**src/hw/ext_irq_pkg.sv**
```systemverilog
// Constants and types for the external interrupt monitor and lockout block
package ext_irq_pkg;

  // ****************************************
  // Sizes
  // ****************************************
  localparam int unsigned CHANNELS_DEF = 16;
  localparam int unsigned CHANNELS_MAX = 31;

  // ****************************************
  // Register byte offsets
  // ****************************************
  localparam logic [7:0] OFS_CTRL = 8'h00;
  localparam logic [7:0] OFS_CHAN_CLEAR = 8'h04;
  localparam logic [7:0] OFS_WATCH = 8'h08;
  localparam logic [7:0] OFS_REQUEST = 8'h0c;
  localparam logic [7:0] OFS_STATUS = 8'h10;
  localparam logic [7:0] OFS_MASK = 8'h14;

  // ****************************************
  // Control field positions and reset values
  // ****************************************
  localparam int unsigned CTRL_GLOBAL_BIT = 0;
  localparam int unsigned CTRL_EXT_BIT = 1;
  localparam int unsigned CTRL_WIDTH = 2;
  localparam logic [1:0] CTRL_RESET = 2'h0;
  localparam logic [31:0] MASK_RESET = 32'h0;
  localparam logic [31:0] STATUS_RESET = 32'h0;

  // ****************************************
  // Bus encodings
  // ****************************************
  localparam logic [1:0] HRESP_OKAY = 2'h0;

  // Data phase of the bus slave
  typedef enum logic [1:0] {PH_IDLE, PH_WRITE, PH_READ} phase_type;

  // Per-channel steering from the control logic
  typedef struct packed {
    logic lockout;
    logic clear_all;
    logic clear_chan;
  } watch_ctrl_type;

endpackage

```
**src/hw/channel_watch.sv**
```systemverilog
// One channel of external request detection with its watch flip-flop
`timescale 1ns/1ps
module channel_watch (
  // Clock, reset, enable
  input wire logic core_clk_in,
  input wire logic rst_n_in,
  input wire logic ce_in,
  // Request and steering
  input wire logic ext_irq_request_in,
  input wire ext_irq_pkg::watch_ctrl_type ctrl_in,
  // Detection and watch state
  output logic detect_out,
  output logic ext_irq_watch_ff_out
);
  import ext_irq_pkg::*;

  logic watch_q;

  // ****************************************
  // Detection
  // ****************************************
  // Blocked while watched or locked out
  assign detect_out = ce_in & ext_irq_request_in & ~watch_q & ~ctrl_in.lockout;

  // ****************************************
  // Watch flip-flop
  // ****************************************
  // Set on detection wins over a clear
  always_ff @(posedge core_clk_in or negedge rst_n_in) begin
    if (!rst_n_in) begin
      watch_q <= 1'b0;
    end else if (ce_in) begin
      if (detect_out) begin
        watch_q <= 1'b1;
      end else if (ctrl_in.clear_all || ctrl_in.clear_chan) begin
        watch_q <= 1'b0;
      end
    end
  end

  assign ext_irq_watch_ff_out = watch_q;
endmodule // channel_watch

```
**src/hw/sync_one_shot.sv**
```systemverilog
// One-shot stage for the external sync input
`timescale 1ns/1ps
module sync_one_shot (
  // Clock, reset, enable
  input wire logic core_clk_in,
  input wire logic rst_n_in,
  input wire logic ce_in,
  // Sync input and panel switch
  input wire logic ext_sync_in,
  input wire logic ext_sync_disable_switch_in,
  // One pulse per occurrence
  output logic pulse_out
);
  import ext_irq_pkg::*;

  logic sync_one_shot_ff_q;

  // Remembers the level seen last cycle
  always_ff @(posedge core_clk_in or negedge rst_n_in) begin
    if (!rst_n_in) begin
      sync_one_shot_ff_q <= 1'b0;
    end else if (ce_in) begin
      sync_one_shot_ff_q <= ext_sync_in;
    end
  end

  // Leading edge only, dropped when disconnected
  assign pulse_out = ce_in & ext_sync_in & ~sync_one_shot_ff_q & ~ext_sync_disable_switch_in;
endmodule // sync_one_shot

```
**src/hw/ext_irq_monitor.sv**
```systemverilog
// External interrupt monitor and lockout block with AHB-Lite registers
// Operation
// - clearing the global lockout sends a clear pulse to every watch flip-flop
// - a per-channel clear select pulse clears that channel's watch flip-flop
// - while a watch flip-flop is set, requests on its channel go undetected
// - the external lockout blocks watching and request detection on all channels
// - external sync passes a one-shot so each occurrence sets its flag once
// - the disconnect switch suppresses the external sync interrupt entirely
// - external sync is presented for service the same way as a channel request
// - watch handling on a channel starts only from a request on that channel
// - watch flip-flops stay set until software clears the global lockout or selects that channel's clear
//
// The AHB-Lite slave port and the placing of the registers were left to the implementer.
`timescale 1ns/1ps
module ext_irq_monitor #(
  parameter int unsigned CHANNELS = ext_irq_pkg::CHANNELS_DEF
) (
  // Clock, reset, enable
  input wire logic core_clk_in,
  input wire logic rst_n_in,
  input wire logic ce_in,
  // AHB-Lite slave
  input wire logic hsel_in,
  input wire logic [31:0] haddr_in,
  input wire logic [1:0] htrans_in,
  input wire logic hwrite_in,
  input wire logic [2:0] hsize_in,
  input wire logic [31:0] hwdata_in,
  input wire logic hready_in,
  output logic hreadyout_out,
  output logic [1:0] hresp_out,
  output logic [31:0] hrdata_out,
  // External requests and sync
  input wire logic [CHANNELS-1:0] ext_irq_request_in,
  input wire logic ext_sync_in,
  input wire logic ext_sync_disable_switch_in,
  // State and interrupt
  output logic [CHANNELS-1:0] ext_irq_watch_ff_out,
  output logic [CHANNELS:0] service_req_out,
  output logic irq_out
);
  import ext_irq_pkg::*;

  localparam int unsigned NB = CHANNELS + 1;

  // ****************************************
  // Elaboration check
  // ****************************************
  if (CHANNELS < 1 || CHANNELS > CHANNELS_MAX) begin : g_bad_channels
    $error("CHANNELS must lie between 1 and 31");
  end

  // ****************************************
  // Declarations
  // ****************************************
  // Bus slave state
  phase_type phase_q;
  logic [7:0] addr_q;
  logic [31:0] hrdata_q;
  // Lockout and clear control
  logic [CTRL_WIDTH-1:0] ctrl_q;
  logic clear_all_q;
  logic [CHANNELS-1:0] channel_clear_select_ff_q;
  // Interrupt state
  logic [NB-1:0] mask_q;
  logic [NB-1:0] status_q;
  logic [NB-1:0] status_clr;
  logic [NB-1:0] status_d;
  // Channel and sync results
  logic [CHANNELS-1:0] detect;
  logic [CHANNELS-1:0] watch;
  logic sync_pulse;
  logic [NB-1:0] events;
  // Bus decode
  logic addr_phase;
  logic wr_go;
  logic wr_ctrl;
  logic wr_chan_clear;
  logic wr_status;
  logic wr_mask;
  // Lockout levels and read word
  logic global_irq_lockout_ff;
  logic external_irq_lockout_ff;
  logic [31:0] read_word;

  // ****************************************
  // Bus slave
  // ****************************************
  // Register map, one word each:
  //   CTRL       global lockout bit 0, external lockout bit 1
  //   CHAN_CLEAR write ones to drop watch flip-flops, reads zero
  //   WATCH      watch flip-flops, read only
  //   REQUEST    raw request lines, read only
  //   STATUS     sticky events, sync on the top bit, write one to clear
  //   MASK       interrupt enables, same layout as STATUS

  // Address phase accepted on a valid transfer
  assign addr_phase = ce_in & hsel_in & hready_in & htrans_in[1];

  // Zero wait states; a frozen block stalls the bus
  assign hreadyout_out = ce_in;
  assign hresp_out = HRESP_OKAY;
  assign hrdata_out = hrdata_q;

  // Data phase tracking
  always_ff @(posedge core_clk_in or negedge rst_n_in) begin
    if (!rst_n_in) begin
      phase_q <= PH_IDLE;
      addr_q <= 8'h00;
    end else if (ce_in) begin
      if (hready_in) begin
        if (addr_phase) begin
          phase_q <= hwrite_in ? PH_WRITE : PH_READ;
          addr_q <= {haddr_in[7:2], 2'b00};
        end else begin
          phase_q <= PH_IDLE;
        end
      end
    end
  end

  // ****************************************
  // Write decode
  // ****************************************
  // Write strobes during a write data phase
  always_comb begin
    wr_go = 1'b0;
    case (phase_q)
      PH_WRITE: wr_go = ce_in;
      PH_READ: wr_go = 1'b0;
      PH_IDLE: wr_go = 1'b0;
      default: wr_go = 1'b0;
    endcase
  end

  assign wr_ctrl = wr_go & (addr_q == OFS_CTRL);
  assign wr_chan_clear = wr_go & (addr_q == OFS_CHAN_CLEAR);
  assign wr_status = wr_go & (addr_q == OFS_STATUS);
  assign wr_mask = wr_go & (addr_q == OFS_MASK);

  // ****************************************
  // Read path
  // ****************************************
  // Read mux; unmapped offsets read zero
  always_comb begin
    read_word = 32'h0;
    case ({haddr_in[7:2], 2'b00})
      OFS_CTRL: read_word = 32'(ctrl_q);
      OFS_WATCH: read_word = 32'(watch);
      OFS_REQUEST: read_word = 32'(ext_irq_request_in);
      OFS_STATUS: read_word = 32'(status_q);
      OFS_MASK: read_word = 32'(mask_q);
      default: read_word = 32'h0;
    endcase
  end

  // Read data captured in the address phase
  always_ff @(posedge core_clk_in or negedge rst_n_in) begin
    if (!rst_n_in) begin
      hrdata_q <= 32'h0;
    end else if (addr_phase && !hwrite_in) begin
      hrdata_q <= read_word;
    end
  end

  // ****************************************
  // Lockout control
  // ****************************************
  assign global_irq_lockout_ff = ctrl_q[CTRL_GLOBAL_BIT];
  assign external_irq_lockout_ff = ctrl_q[CTRL_EXT_BIT];

  // Control register
  always_ff @(posedge core_clk_in or negedge rst_n_in) begin
    if (!rst_n_in) begin
      ctrl_q <= CTRL_RESET;
    end else if (wr_ctrl) begin
      ctrl_q <= hwdata_in[CTRL_WIDTH-1:0];
    end
  end

  // Clear pulse when the global lockout falls
  always_ff @(posedge core_clk_in or negedge rst_n_in) begin
    if (!rst_n_in) begin
      clear_all_q <= 1'b0;
    end else if (ce_in) begin
      clear_all_q <= wr_ctrl & global_irq_lockout_ff & ~hwdata_in[CTRL_GLOBAL_BIT];
    end
  end

  // Per-channel clear select, one cycle per written one
  always_ff @(posedge core_clk_in or negedge rst_n_in) begin
    if (!rst_n_in) begin
      channel_clear_select_ff_q <= '0;
    end else if (ce_in) begin
      channel_clear_select_ff_q <= wr_chan_clear ? hwdata_in[CHANNELS-1:0] : '0;
    end
  end

  // ****************************************
  // Channels
  // ****************************************
  for (genvar i = 0; i < CHANNELS; i++) begin : g_chan
    watch_ctrl_type wctrl;
    assign wctrl = '{
      lockout: external_irq_lockout_ff,
      clear_all: clear_all_q,
      clear_chan: channel_clear_select_ff_q[i]
    };
    channel_watch u_watch (
      .core_clk_in(core_clk_in),
      .rst_n_in(rst_n_in),
      .ce_in(ce_in),
      .ext_irq_request_in(ext_irq_request_in[i]),
      .ctrl_in(wctrl),
      .detect_out(detect[i]),
      .ext_irq_watch_ff_out(watch[i])
    );
  end

  assign ext_irq_watch_ff_out = watch;

  // ****************************************
  // External sync
  // ****************************************
  sync_one_shot u_sync (
    .core_clk_in(core_clk_in),
    .rst_n_in(rst_n_in),
    .ce_in(ce_in),
    .ext_sync_in(ext_sync_in),
    .ext_sync_disable_switch_in(ext_sync_disable_switch_in),
    .pulse_out(sync_pulse)
  );

  // Sync joins the channel requests on one path
  assign events = {sync_pulse, detect};

  // ****************************************
  // Interrupt status and mask
  // ****************************************
  // Write-one-to-clear bits from the bus
  assign status_clr = wr_status ? hwdata_in[NB-1:0] : '0;
  // New events win over a clear in the same cycle
  assign status_d = (status_q & ~status_clr) | events;

  // Sticky status register
  always_ff @(posedge core_clk_in or negedge rst_n_in) begin
    if (!rst_n_in) begin
      status_q <= STATUS_RESET[NB-1:0];
    end else if (ce_in) begin
      status_q <= status_d;
    end
  end

  // Mask register
  always_ff @(posedge core_clk_in or negedge rst_n_in) begin
    if (!rst_n_in) begin
      mask_q <= MASK_RESET[NB-1:0];
    end else if (wr_mask) begin
      mask_q <= hwdata_in[NB-1:0];
    end
  end

  // ****************************************
  // Outputs
  // ****************************************
  // Pending requests and the single level interrupt
  assign service_req_out = status_q;
  assign irq_out = |(status_q & mask_q);
endmodule // ext_irq_monitor

```
**config.mk**
```make
export PLATFORM = sky130hd
export DESIGN_NAME = ext_irq_monitor
export DESIGN_NICKNAME = d
export VERILOG_FILES = /design/src/hw/ext_irq_pkg.sv /design/src/hw/channel_watch.sv /design/src/hw/sync_one_shot.sv /design/src/hw/ext_irq_monitor.sv
export SDC_FILE = /design/constraint.sdc
export NUM_CORES = 1
export LEC_CHECK = 0
export BUFFER_PORTS_ARGS = -buffer_cell sky130_fd_sc_hd__buf_2
export CAP_MARGIN = 20
export CORE_UTILIZATION = 50
export CTS_CLUSTER_DIAMETER = 30
export CTS_CLUSTER_SIZE = 8
export DETAILED_ROUTE_END_ITERATION = 6
export PLACE_DENSITY_LB_ADDON = 0.12
export REMOVE_ABC_BUFFERS = 1
export SETUP_SLACK_MARGIN = 0.1
export SYNTH_ARGS = -nofsm -noshare
export SYNTH_HDL_FRONTEND = slang
export SYNTH_SLANG_ARGS = --single-unit
```
**constraint.sdc**
```tcl
create_clock -name core_clk_in -period 2.4 [get_ports core_clk_in]
set_input_delay 0.36 -clock core_clk_in [delete_from_list [all_inputs] [get_ports core_clk_in]]
set_output_delay 0.36 -clock core_clk_in [all_outputs]
set_load 0.005 [all_outputs]
```
### Word-level counts from Yosys, hierarchy flattened

Index checks and enable logic that the tools add are counted.

* bits in latches: 0
* bits in registers: 110
* output and inout bits: 69
* memory bits (read-only): 0
* logic and storage cells: 210
* memory bits (writable): 0
* bits of input ports: 93
* memories kept: 0

* add/subtract/negate cells: 0
* divide/modulo/power cells: 0
* bitwise logic cells: 84
* reduce and logical (&&, ||, !) cells: 55
* equality and inequality tests: 8
* shifts and indexed selects: 0
* muxes and demuxes: 38
* magnitude comparators: 0
* multiply operators: 0

Operators with widths (number)
* $pmux W17 S5: 1
* $and A1 B1 Y1: 60
* $and A17 B17 Y17: 2
* $reduce_and A2 Y1: 17
* $mux W1: 33
* $reduce_bool A2 Y1: 16
* $eq A6 B3 Y1 const B: 4
* $not A1 Y1: 20
* $mux W17: 1
* $not A17 Y17: 1
* $or A17 B17 Y17: 1
* $reduce_or A17 Y1: 1
* $logic_or A1 B1 Y1: 16
* $mux W16: 1
* $eq A6 B2 Y1 const B: 2
* $logic_not A8 Y1: 1
* $eq A6 B1 Y1 const B: 1
* $logic_not A6 Y1: 1
* $mux W2: 2
* $reduce_and A3 Y1: 1
* $eq A2 B1 Y1 const B: 1
* $logic_and A1 B1 Y1: 1
* $logic_not A1 Y1: 1

### Depth between registers and ports, before layout

Gate-level depths: netlist of run 1.

* depth after elaboration: 7
* depth in mapped cells: 8
* mapped depth without buffers: 4

### Cells and area by module

A second synthesis of run 1 with hierarchy kept.

* cell total of the unflattened synthesis: 413
* area total of the unflattened synthesis: 4610.7 µm²

Modules (own cells, without submodules)
* ext_irq_monitor: times used 1, cells an instance 346, area each 3757.4 µm², seq. area each 1951.9 µm²
* channel_watch: times used 16, cells an instance 4, area each 50.0 µm², seq. area each 25.0 µm²
* sync_one_shot: times used 1, cells an instance 3, area each 52.6 µm², seq. area each 25.0 µm²

### Worst setup path before layout of run 1

No wires, ideal clock.

* path kind: register to register
* start point: register addr_q[3]
* end point: register mask_q[10]
* data arrival time: 1.673 ns
* slack: 0.602 ns
* setup time: 0.125 ns
* period minus slack after synthesis: 1.798 ns
* buffers on the path: 1
* required time: 2.275 ns
* stages on the path, launching flop included: 6
* cells stage by stage: dfrtp_1 or4_4 nor2_4 nand3_4 buf_6 mux2_4

* word-level cells in the longest chain between the ends: 2

Ends and longest elaborated chain
* start: declaration: RTL line ext_irq_monitor.sv:58 `logic [7:0] addr_q;`
* start signal: assignment: RTL line ext_irq_monitor.sv:114 `addr_q <= {haddr_in[7:2], 2'b00};`
* $eq A6 B3 Y1: RTL line ext_irq_monitor.sv:139 `assign wr_mask = wr_go & (addr_q == OFS_MASK);`
* $and A1 B1 Y1: RTL line ext_irq_monitor.sv:139
* end signal: assignment: RTL line ext_irq_monitor.sv:257 `mask_q <= MASK_RESET[NB-1:0];`
* end signal: assignment: RTL line ext_irq_monitor.sv:259 `mask_q <= hwdata_in[NB-1:0];`
* end: declaration: RTL line ext_irq_monitor.sv:65 `logic [NB-1:0] mask_q;`

No other way between the ends.
A chain may end at the register's enable or synchronous reset.

### Worst setup path after layout of run 1

* start point: register status_q[10], in the netlist service_req_out[10]
* end point: output irq_out

* word-level cells in the longest chain between the ends: 2

Ends and longest elaborated chain
* start: declaration: RTL line ext_irq_monitor.sv:66 `logic [NB-1:0] status_q;`
* start signal: assignment: RTL line ext_irq_monitor.sv:248 `status_q <= STATUS_RESET[NB-1:0];`
* start signal: assignment: RTL line ext_irq_monitor.sv:250 `status_q <= status_d;`
* $and A17 B17 Y17: RTL line ext_irq_monitor.sv:268 `assign irq_out = |(status_q & mask_q);`
* $reduce_or A17 Y1: RTL line ext_irq_monitor.sv:268
* end: declaration: RTL line ext_irq_monitor.sv:40 `output logic irq_out`

No other way between the ends.

==> impl_metrics.csv, run 1 <==
group,metric,value,unit
cells_and_area,instances_no_fill,628,
global_routing,grt_overflow,0,
power,combPwrFrac,18.0,%
status,status,"finished with violations",
global_routing,antenna_found_initial,0,
floorplanning,die_area,9550,um2
sta,fin_crit,2.10,ns
global_routing,globalRouteMet2Util,43.8,%
setup_path,timing.critical_path.arrival,1.74,ns
sta,setup_slack,0.300,ns
floorplanning,start_util,52.0,%
placement,dp_hpwl,8.32,mm
synth,yosysWarningCount,0,
cts,insertion_delay,0.36,ns
sta,rsz0062_at_grt,"false",
synth,synthTopCellsByCount,"dfrtp_1, nand2_1, buf_4, o21ai_0",
floorplanning,die_height,97.7,um
power,sw_frac_of_total,29.4,%
cells_and_area,diodes,0,
floorplanning,coreArea,8810,um2
cts,clockBufferDepth,2,
placement,dpl.cell_count,614,
synth,yosysMostFrequentCell,"dfrtp_1",
synth,yosys-top-cells-area,"dfrtp_1, buf_4, nand2_1",
floorplanning,boundaryPins,162,
cts,hold_buffers,0,
power,sequentialPowerShare,53.1,%
power,p_leak,2.61,nW
cts,clockRootBuffer,"clkbuf_8",
cells_and_area,fin_nets,610,
synth,synth_seq_cells,95,
floorplanning,rows,34,
global_routing,grt_pass1_wl,19.2,mm
placement,port-buffer-count,99,
hold_path,hold_path_class,"primary input to asynchronous set/reset pin",
placement,routabilityCongestion,0.811,
global_routing,met3_usage,5.11,%
cells_and_area,area_growth,15.8,%
route,wl_per_cell,18.7,um
cts,clk_pin_slew,0.09,ns
synth,synth_cell_types,38,
synth,synthFlopType,"dfrtp_1",
synth,ys_seq_area_share,51.9,%
sta,timing.hold.ws,-0.00152,ns
power,power_switching,0.00114,W
route,via_per_inst,5.82,
route,num_vias,3655,
setup_path,reg2reg_depth,4,
floorplanning,die_x,97.7,um
setup_path,r2r-start,"addr_q[3]",
synth,async_flop_share,100,%
route,first_iter_violations,263,
sta,period_share,87.5,%
setup_path,critPathCaptureType,"primary output",
sta,slew_headroom,57.4,%
power,internal-power,0.00275,W
cts,cts_tree,"built",
route,dr.pass1.iters,7,
cts,cts.sinks,95,
synth,syn_avg_cell_area,10.8,um2
synth,yosysTopAreaCell,"dfrtp_1",
sta,finalClockSkew,0.0117,ns
setup_path,worstReg2RegEnd,"mask_q[14]",
sta,final_hold_viol_count,2,
power,power.share.clock,28.8,%
route,ant_nets,0,
sta,setup_viol,0,
route,remaining_drc_errors,20,
synth,netlist_area,4580,um2
sta,maxSlewViolCount,0,
setup_path,path_max_fanout,4,
synth,synth_edf_count,0,
power,cellPowerDensity,734,nW/um2
global_routing,use_met1,34.2,%
setup_path,start_kind,"register",
status,failed_checks,"DRC, hold timing",
cts,cts_setup_buffers,0,
cts,post_cts_resized,0,
sta,timing.fmax,0.476,GHz
setup_path,crit_type,"register to primary output",
synth,synth_cells,423,
cts,htreeDepth,3,
placement,place_ws,0.435,ns
global_routing,grt.total_usage,26.2,%
global_routing,grt_pass1_vias,3602,
synth,synth_top_area_share,51.9,%
global_routing,grt_start_max_net_pins,49,
setup_path,r2r_slack,0.41,ns
power,irDropWorstVdd,0.378,mV
cells_and_area,drive_gt1_share,32.3,%
setup_path,critPathRequiredTime,2.04,ns
sta,setup-tns-final,0,ns
route,wirelength,11.8,mm
cts,cts_made_buffers,9,
run,cap_violations,0,
global_routing,busiest_layer,"met2",
sta,worstMarginPinSlew,0.639,ns
sequential cells by signal, summed over array words and instances (netlist names):
signal / flops
hrdata_out: 17
mask_q: 17
service_req_out: 17
channel_clear_select_ff_q: 16
g_chan.u_watch.ext_irq_watch_ff_out: 16
addr_q: 6
ctrl_q: 2
phase_q: 2
clear_all_q: 1
u_sync.sync_one_shot_ff_q: 1
metrics by stage:
| step | utilization, % | instance area (um2) | total power [W] |
|---|---|---|---|
| finish | 60.2 | 5310 | 0.00389 |
| global route | 60.2 | 5310 | 0.00410 |
| CTS | 60.2 | 5300 | 0.00391 |
| detailed placement | 57.9 | 5100 | 0.00280 |
| global placement | 57.9 | 5100 | 0.00278 |
| floorplan | - | 4270 | 0.00237 |
power by group through the flow:
| stage | Sequential [W] | Combinational, W | Clock, W |
|---|---|---|---|
| finish | 0.00207 | 0.000702 | 0.00112 |
| global route | 0.00211 | 0.000786 | 0.00120 |
| CTS | 0.00206 | 0.000708 | 0.00114 |
| detailed placement | 0.00209 | 0.000706 | 0 |
| global placement | 0.00208 | 0.000696 | 0 |
| floorplan | 0.00205 | 0.000322 | 0 |
cell type report:
class | count | area, um2
Inverter | 19 | 71.3
Tap cell | 108 | 135
Fill cell | 765 | 3500
Multi-Input combinational cell | 269 | 1830
Clock inverter | 4 | 72.6
Sequential cell | 95 | 2380
Clock buffer | 10 | 128
Timing Repair Buffer | 123 | 691
worst max path at each step:
stage                        start             endpoint  cells past startpoint
2_1_floorplan            addr_q[3]  service_req_out[16]                      4
3_3_place_gp             addr_q[3]            mask_q[7]                      4
3_5_place_dp             addr_q[3]            mask_q[7]                      4
4_1_cts        service_req_out[10]              irq_out                      5
5_1_grt        service_req_out[10]              irq_out                      5
6_report       service_req_out[10]              irq_out                      5
critical path, cell delays in order (launching register included):
cell      delay [ns]
dfrtp_1         0.42
a22o_1          0.28
a221oi_2        0.24
and3_1          0.20
nand3_1         0.07
buf_2           0.16
cells in the final DEF, fill, tap and decap left out, types with 14 or more instances in the layout:
cell type and instances:
buf_2 98, dfrtp_1 95, nand2_1 73, o21ai_0 36
buf_4 24, a22oi_1 18, a22o_1 18, inv_1 18
conb_1 17, mux2_2 16, o2bb2ai_1 16, a2bb2oi_1 14
o221ai_1 14
kinds of logic (layout without fill, tap and decap cells):
kind of cell,Yosys count,after routing,share of synthesized area [%]
flip-flops,95,95,51.9
other,1,17,0.0818
buffers and inverters,75,156,9.61
AND/OR/NAND/NOR,98,98,10.0
AO/OA/AOI/OAI,125,125,20.5
multiplexers,29,29,7.86
routing by layer:
metal | share of wire [%] | up-vias | routed length [um]
li1 | - | 1673 | -
met1 | 44 | 1849 | 5170
met2 | 49 | 117 | 5800
met3 | 5.1 | 16 | 602
met4 | 1.6 | 0 | 194
met5 | 0 | - | 0
Note: power is estimated with default switching activity, not from simulation.
==> inputs of run 2 (changes only) <==
--- a/config.mk
+++ b/config.mk
@@ -13,7 +13,7 @@
 export DETAILED_ROUTE_END_ITERATION = 6
 export PLACE_DENSITY_LB_ADDON = 0.12
 export REMOVE_ABC_BUFFERS = 1
-export SETUP_SLACK_MARGIN = 0.1
+export SETUP_SLACK_MARGIN = 0.5
 export SYNTH_ARGS = -nofsm -noshare
 export SYNTH_HDL_FRONTEND = slang
 export SYNTH_SLANG_ARGS = --single-unit
==> impl_metrics.csv, run 2 (synthesized netlist as in run 1, its figures left out) <==
group,metric,value,unit
status,status,"finished with violations",
status,failed_checks,"DRC",
power,irDropWorstVdd,0.378,mV
floorplanning,coreArea,8810,um2
global_routing,grt.total_usage,26.3,%
sta,rsz0062_at_grt,"true",
sta,slew_headroom,57.4,%
route,wirelength,11.8,mm
cells_and_area,diodes,0,
placement,port-buffer-count,99,
placement,placed_cell_area,5100,um2
power,p_leak,2.64,nW
setup_path,timing.critical_path.arrival,1.69,ns
cts,insertion_delay,0.36,ns
route,num_vias,3632,
setup_path,r2r_slack,0.56,ns
sta,setup-tns-final,0,ns
sta,timing.hold.ws,0.00140,ns
global_routing,grt_start_max_net_pins,49,
sta,setup_slack,0.349,ns
setup_path,crit_type,"register to primary output",
sta,setup_viol,0,
setup_path,reg2reg_depth,5,
cts,clockRootBuffer,"clkbuf_8",
sta,worstMarginPinSlew,0.639,ns
hold_path,hold_path_class,"primary input to asynchronous set/reset pin",
cts,cts_tree,"built",
power,power_switching,0.00115,W
floorplanning,die_height,97.7,um
setup_path,critPathRequiredTime,2.04,ns
power,sequentialPowerShare,52.8,%
global_routing,grt_pass1_wl,19.3,mm
global_routing,grt_overflow,0,
power,sw_frac_of_total,29.4,%
sta,final_hold_viol_count,0,
floorplanning,die_x,97.7,um
route,remaining_drc_errors,20,
sta,period_share,85.5,%
route,wl_per_cell,18.7,um
cells_and_area,area_growth,17.1,%
cells_and_area,fin_nets,615,
sta,fin_crit,2.05,ns
cts,cts_made_buffers,9,
cells_and_area,final_area,5370,um2
power,combPwrFrac,18.6,%
cells_and_area,nFillCells,757,
floorplanning,start_util,52.0,%
cts,hold_buffers,0,
setup_path,worstReg2RegEnd,"service_req_out[16]",
cells_and_area,layout_commonest_cell,"buf_2",
floorplanning,rows,34,
cells_and_area,mostFrequentLayoutCells,"buf_2, dfrtp_1, nand2_1",
setup_path,r2r-start,"addr_q[3]",
power,cellPowerDensity,729,nW/um2
power,power,0.00391,W
route,dr.pass1.iters,7,
route,first_iter_violations,254,
placement,dp_hpwl,8.32,mm
power,internal-power,0.00276,W
placement,place_ws,0.435,ns
cts,htreeDepth,3,
route,ant_nets,0,
placement,routabilityCongestion,0.811,
global_routing,antenna_found_initial,0,
floorplanning,boundaryPins,162,
floorplanning,die_area,9550,um2
setup_path,critPathCaptureType,"primary output",
setup_path,start_kind,"register",
setup_path,path_max_fanout,2,
power,power.share.clock,28.6,%
sta,timing.fmax,0.488,GHz
run,cap_violations,0,
sta,maxSlewViolCount,0,
cts,clk_pin_slew,0.10,ns
global_routing,grt_pass1_vias,3642,
cts,cts.sinks,95,
route,via_per_inst,5.74,
cells_and_area,drive_gt1_share,33.0,%
sta,finalClockSkew,0.0126,ns
cts,clockBufferDepth,2,
==> run 2: cell types whose count changed in the layout (fill, tap and decap cells not counted) <==
cell	previous run	this run
nor4_2	1	0
buf_4	24	27
buf_6	0	1
buf_12	1	2
nor4_4	1	2
==> run 2: power by group through the flow <==
stage	registers, W	logic [W]	clock network [W]
final	0.00207	0.000726	0.00112
after global routing	0.00211	0.000813	0.00120
after CTS	0.00206	0.000734	0.00114
after detailed placement	0.00209	0.000706	0
after global placement	0.00208	0.000696	0
after floorplan	0.00205	0.000322	0
==> run 2: how the worst max path moves through the flow <==
| stage | startpoint | to |
|---|---|---|
| floorplan | addr_q[3] | service_req_out[16] |
| global route | mask_q[10] | irq_out |
| finish | mask_q[10] | irq_out |
| CTS | mask_q[10] | irq_out |
| global placement | addr_q[3] | mask_q[7] |
| detailed placement | addr_q[3] | mask_q[7] |
==> run 2: timing repair <==
item                                    CTS  global route
resized for setup                         2             1
buffers inserted                          5             0
pin swaps                                 2             1
endpoints found under the setup margin   20             7
==> run 2: stage by stage <==
step,cells,util [%]
after floorplan,383,-
after global placement,614,57.9
after detailed placement,614,57.9
after CTS,633,60.9
after global routing,633,61.0
final,633,61.0
==> run 2: worst max-delay path, cell delays in order (launching register included) <==
cell and delay, ns:
dfrtp_1 0.39, a22o_1 0.27, a221oi_2 0.24, and3_1 0.19, nand3_1 0.07, buf_2 0.16
==> run 2: cell type report <==
| type | instances | area (um2) | share of cell area [%] |
|---|---|---|---|
| sequential | 95 | 2380 | 44.3 |
| multi-input combinational | 269 | 1840 | 34.3 |
| clock inverter | 4 | 72.6 | 1.35 |
| clock buffer | 10 | 128 | 2.38 |
| inverter | 19 | 71.3 | 1.33 |
| timing repair buffer | 128 | 744 | 13.9 |
| tap | 108 | 135 | 2.52 |
==> run 2: layer usage <==
metal	vias up	global-route usage, %	wire, um
li1	1679	-	-
met1	1800	34.4	5030
met2	143	43.9	5860
met3	10	5.11	788
met4	0	9.21	151
met5	-	0	0
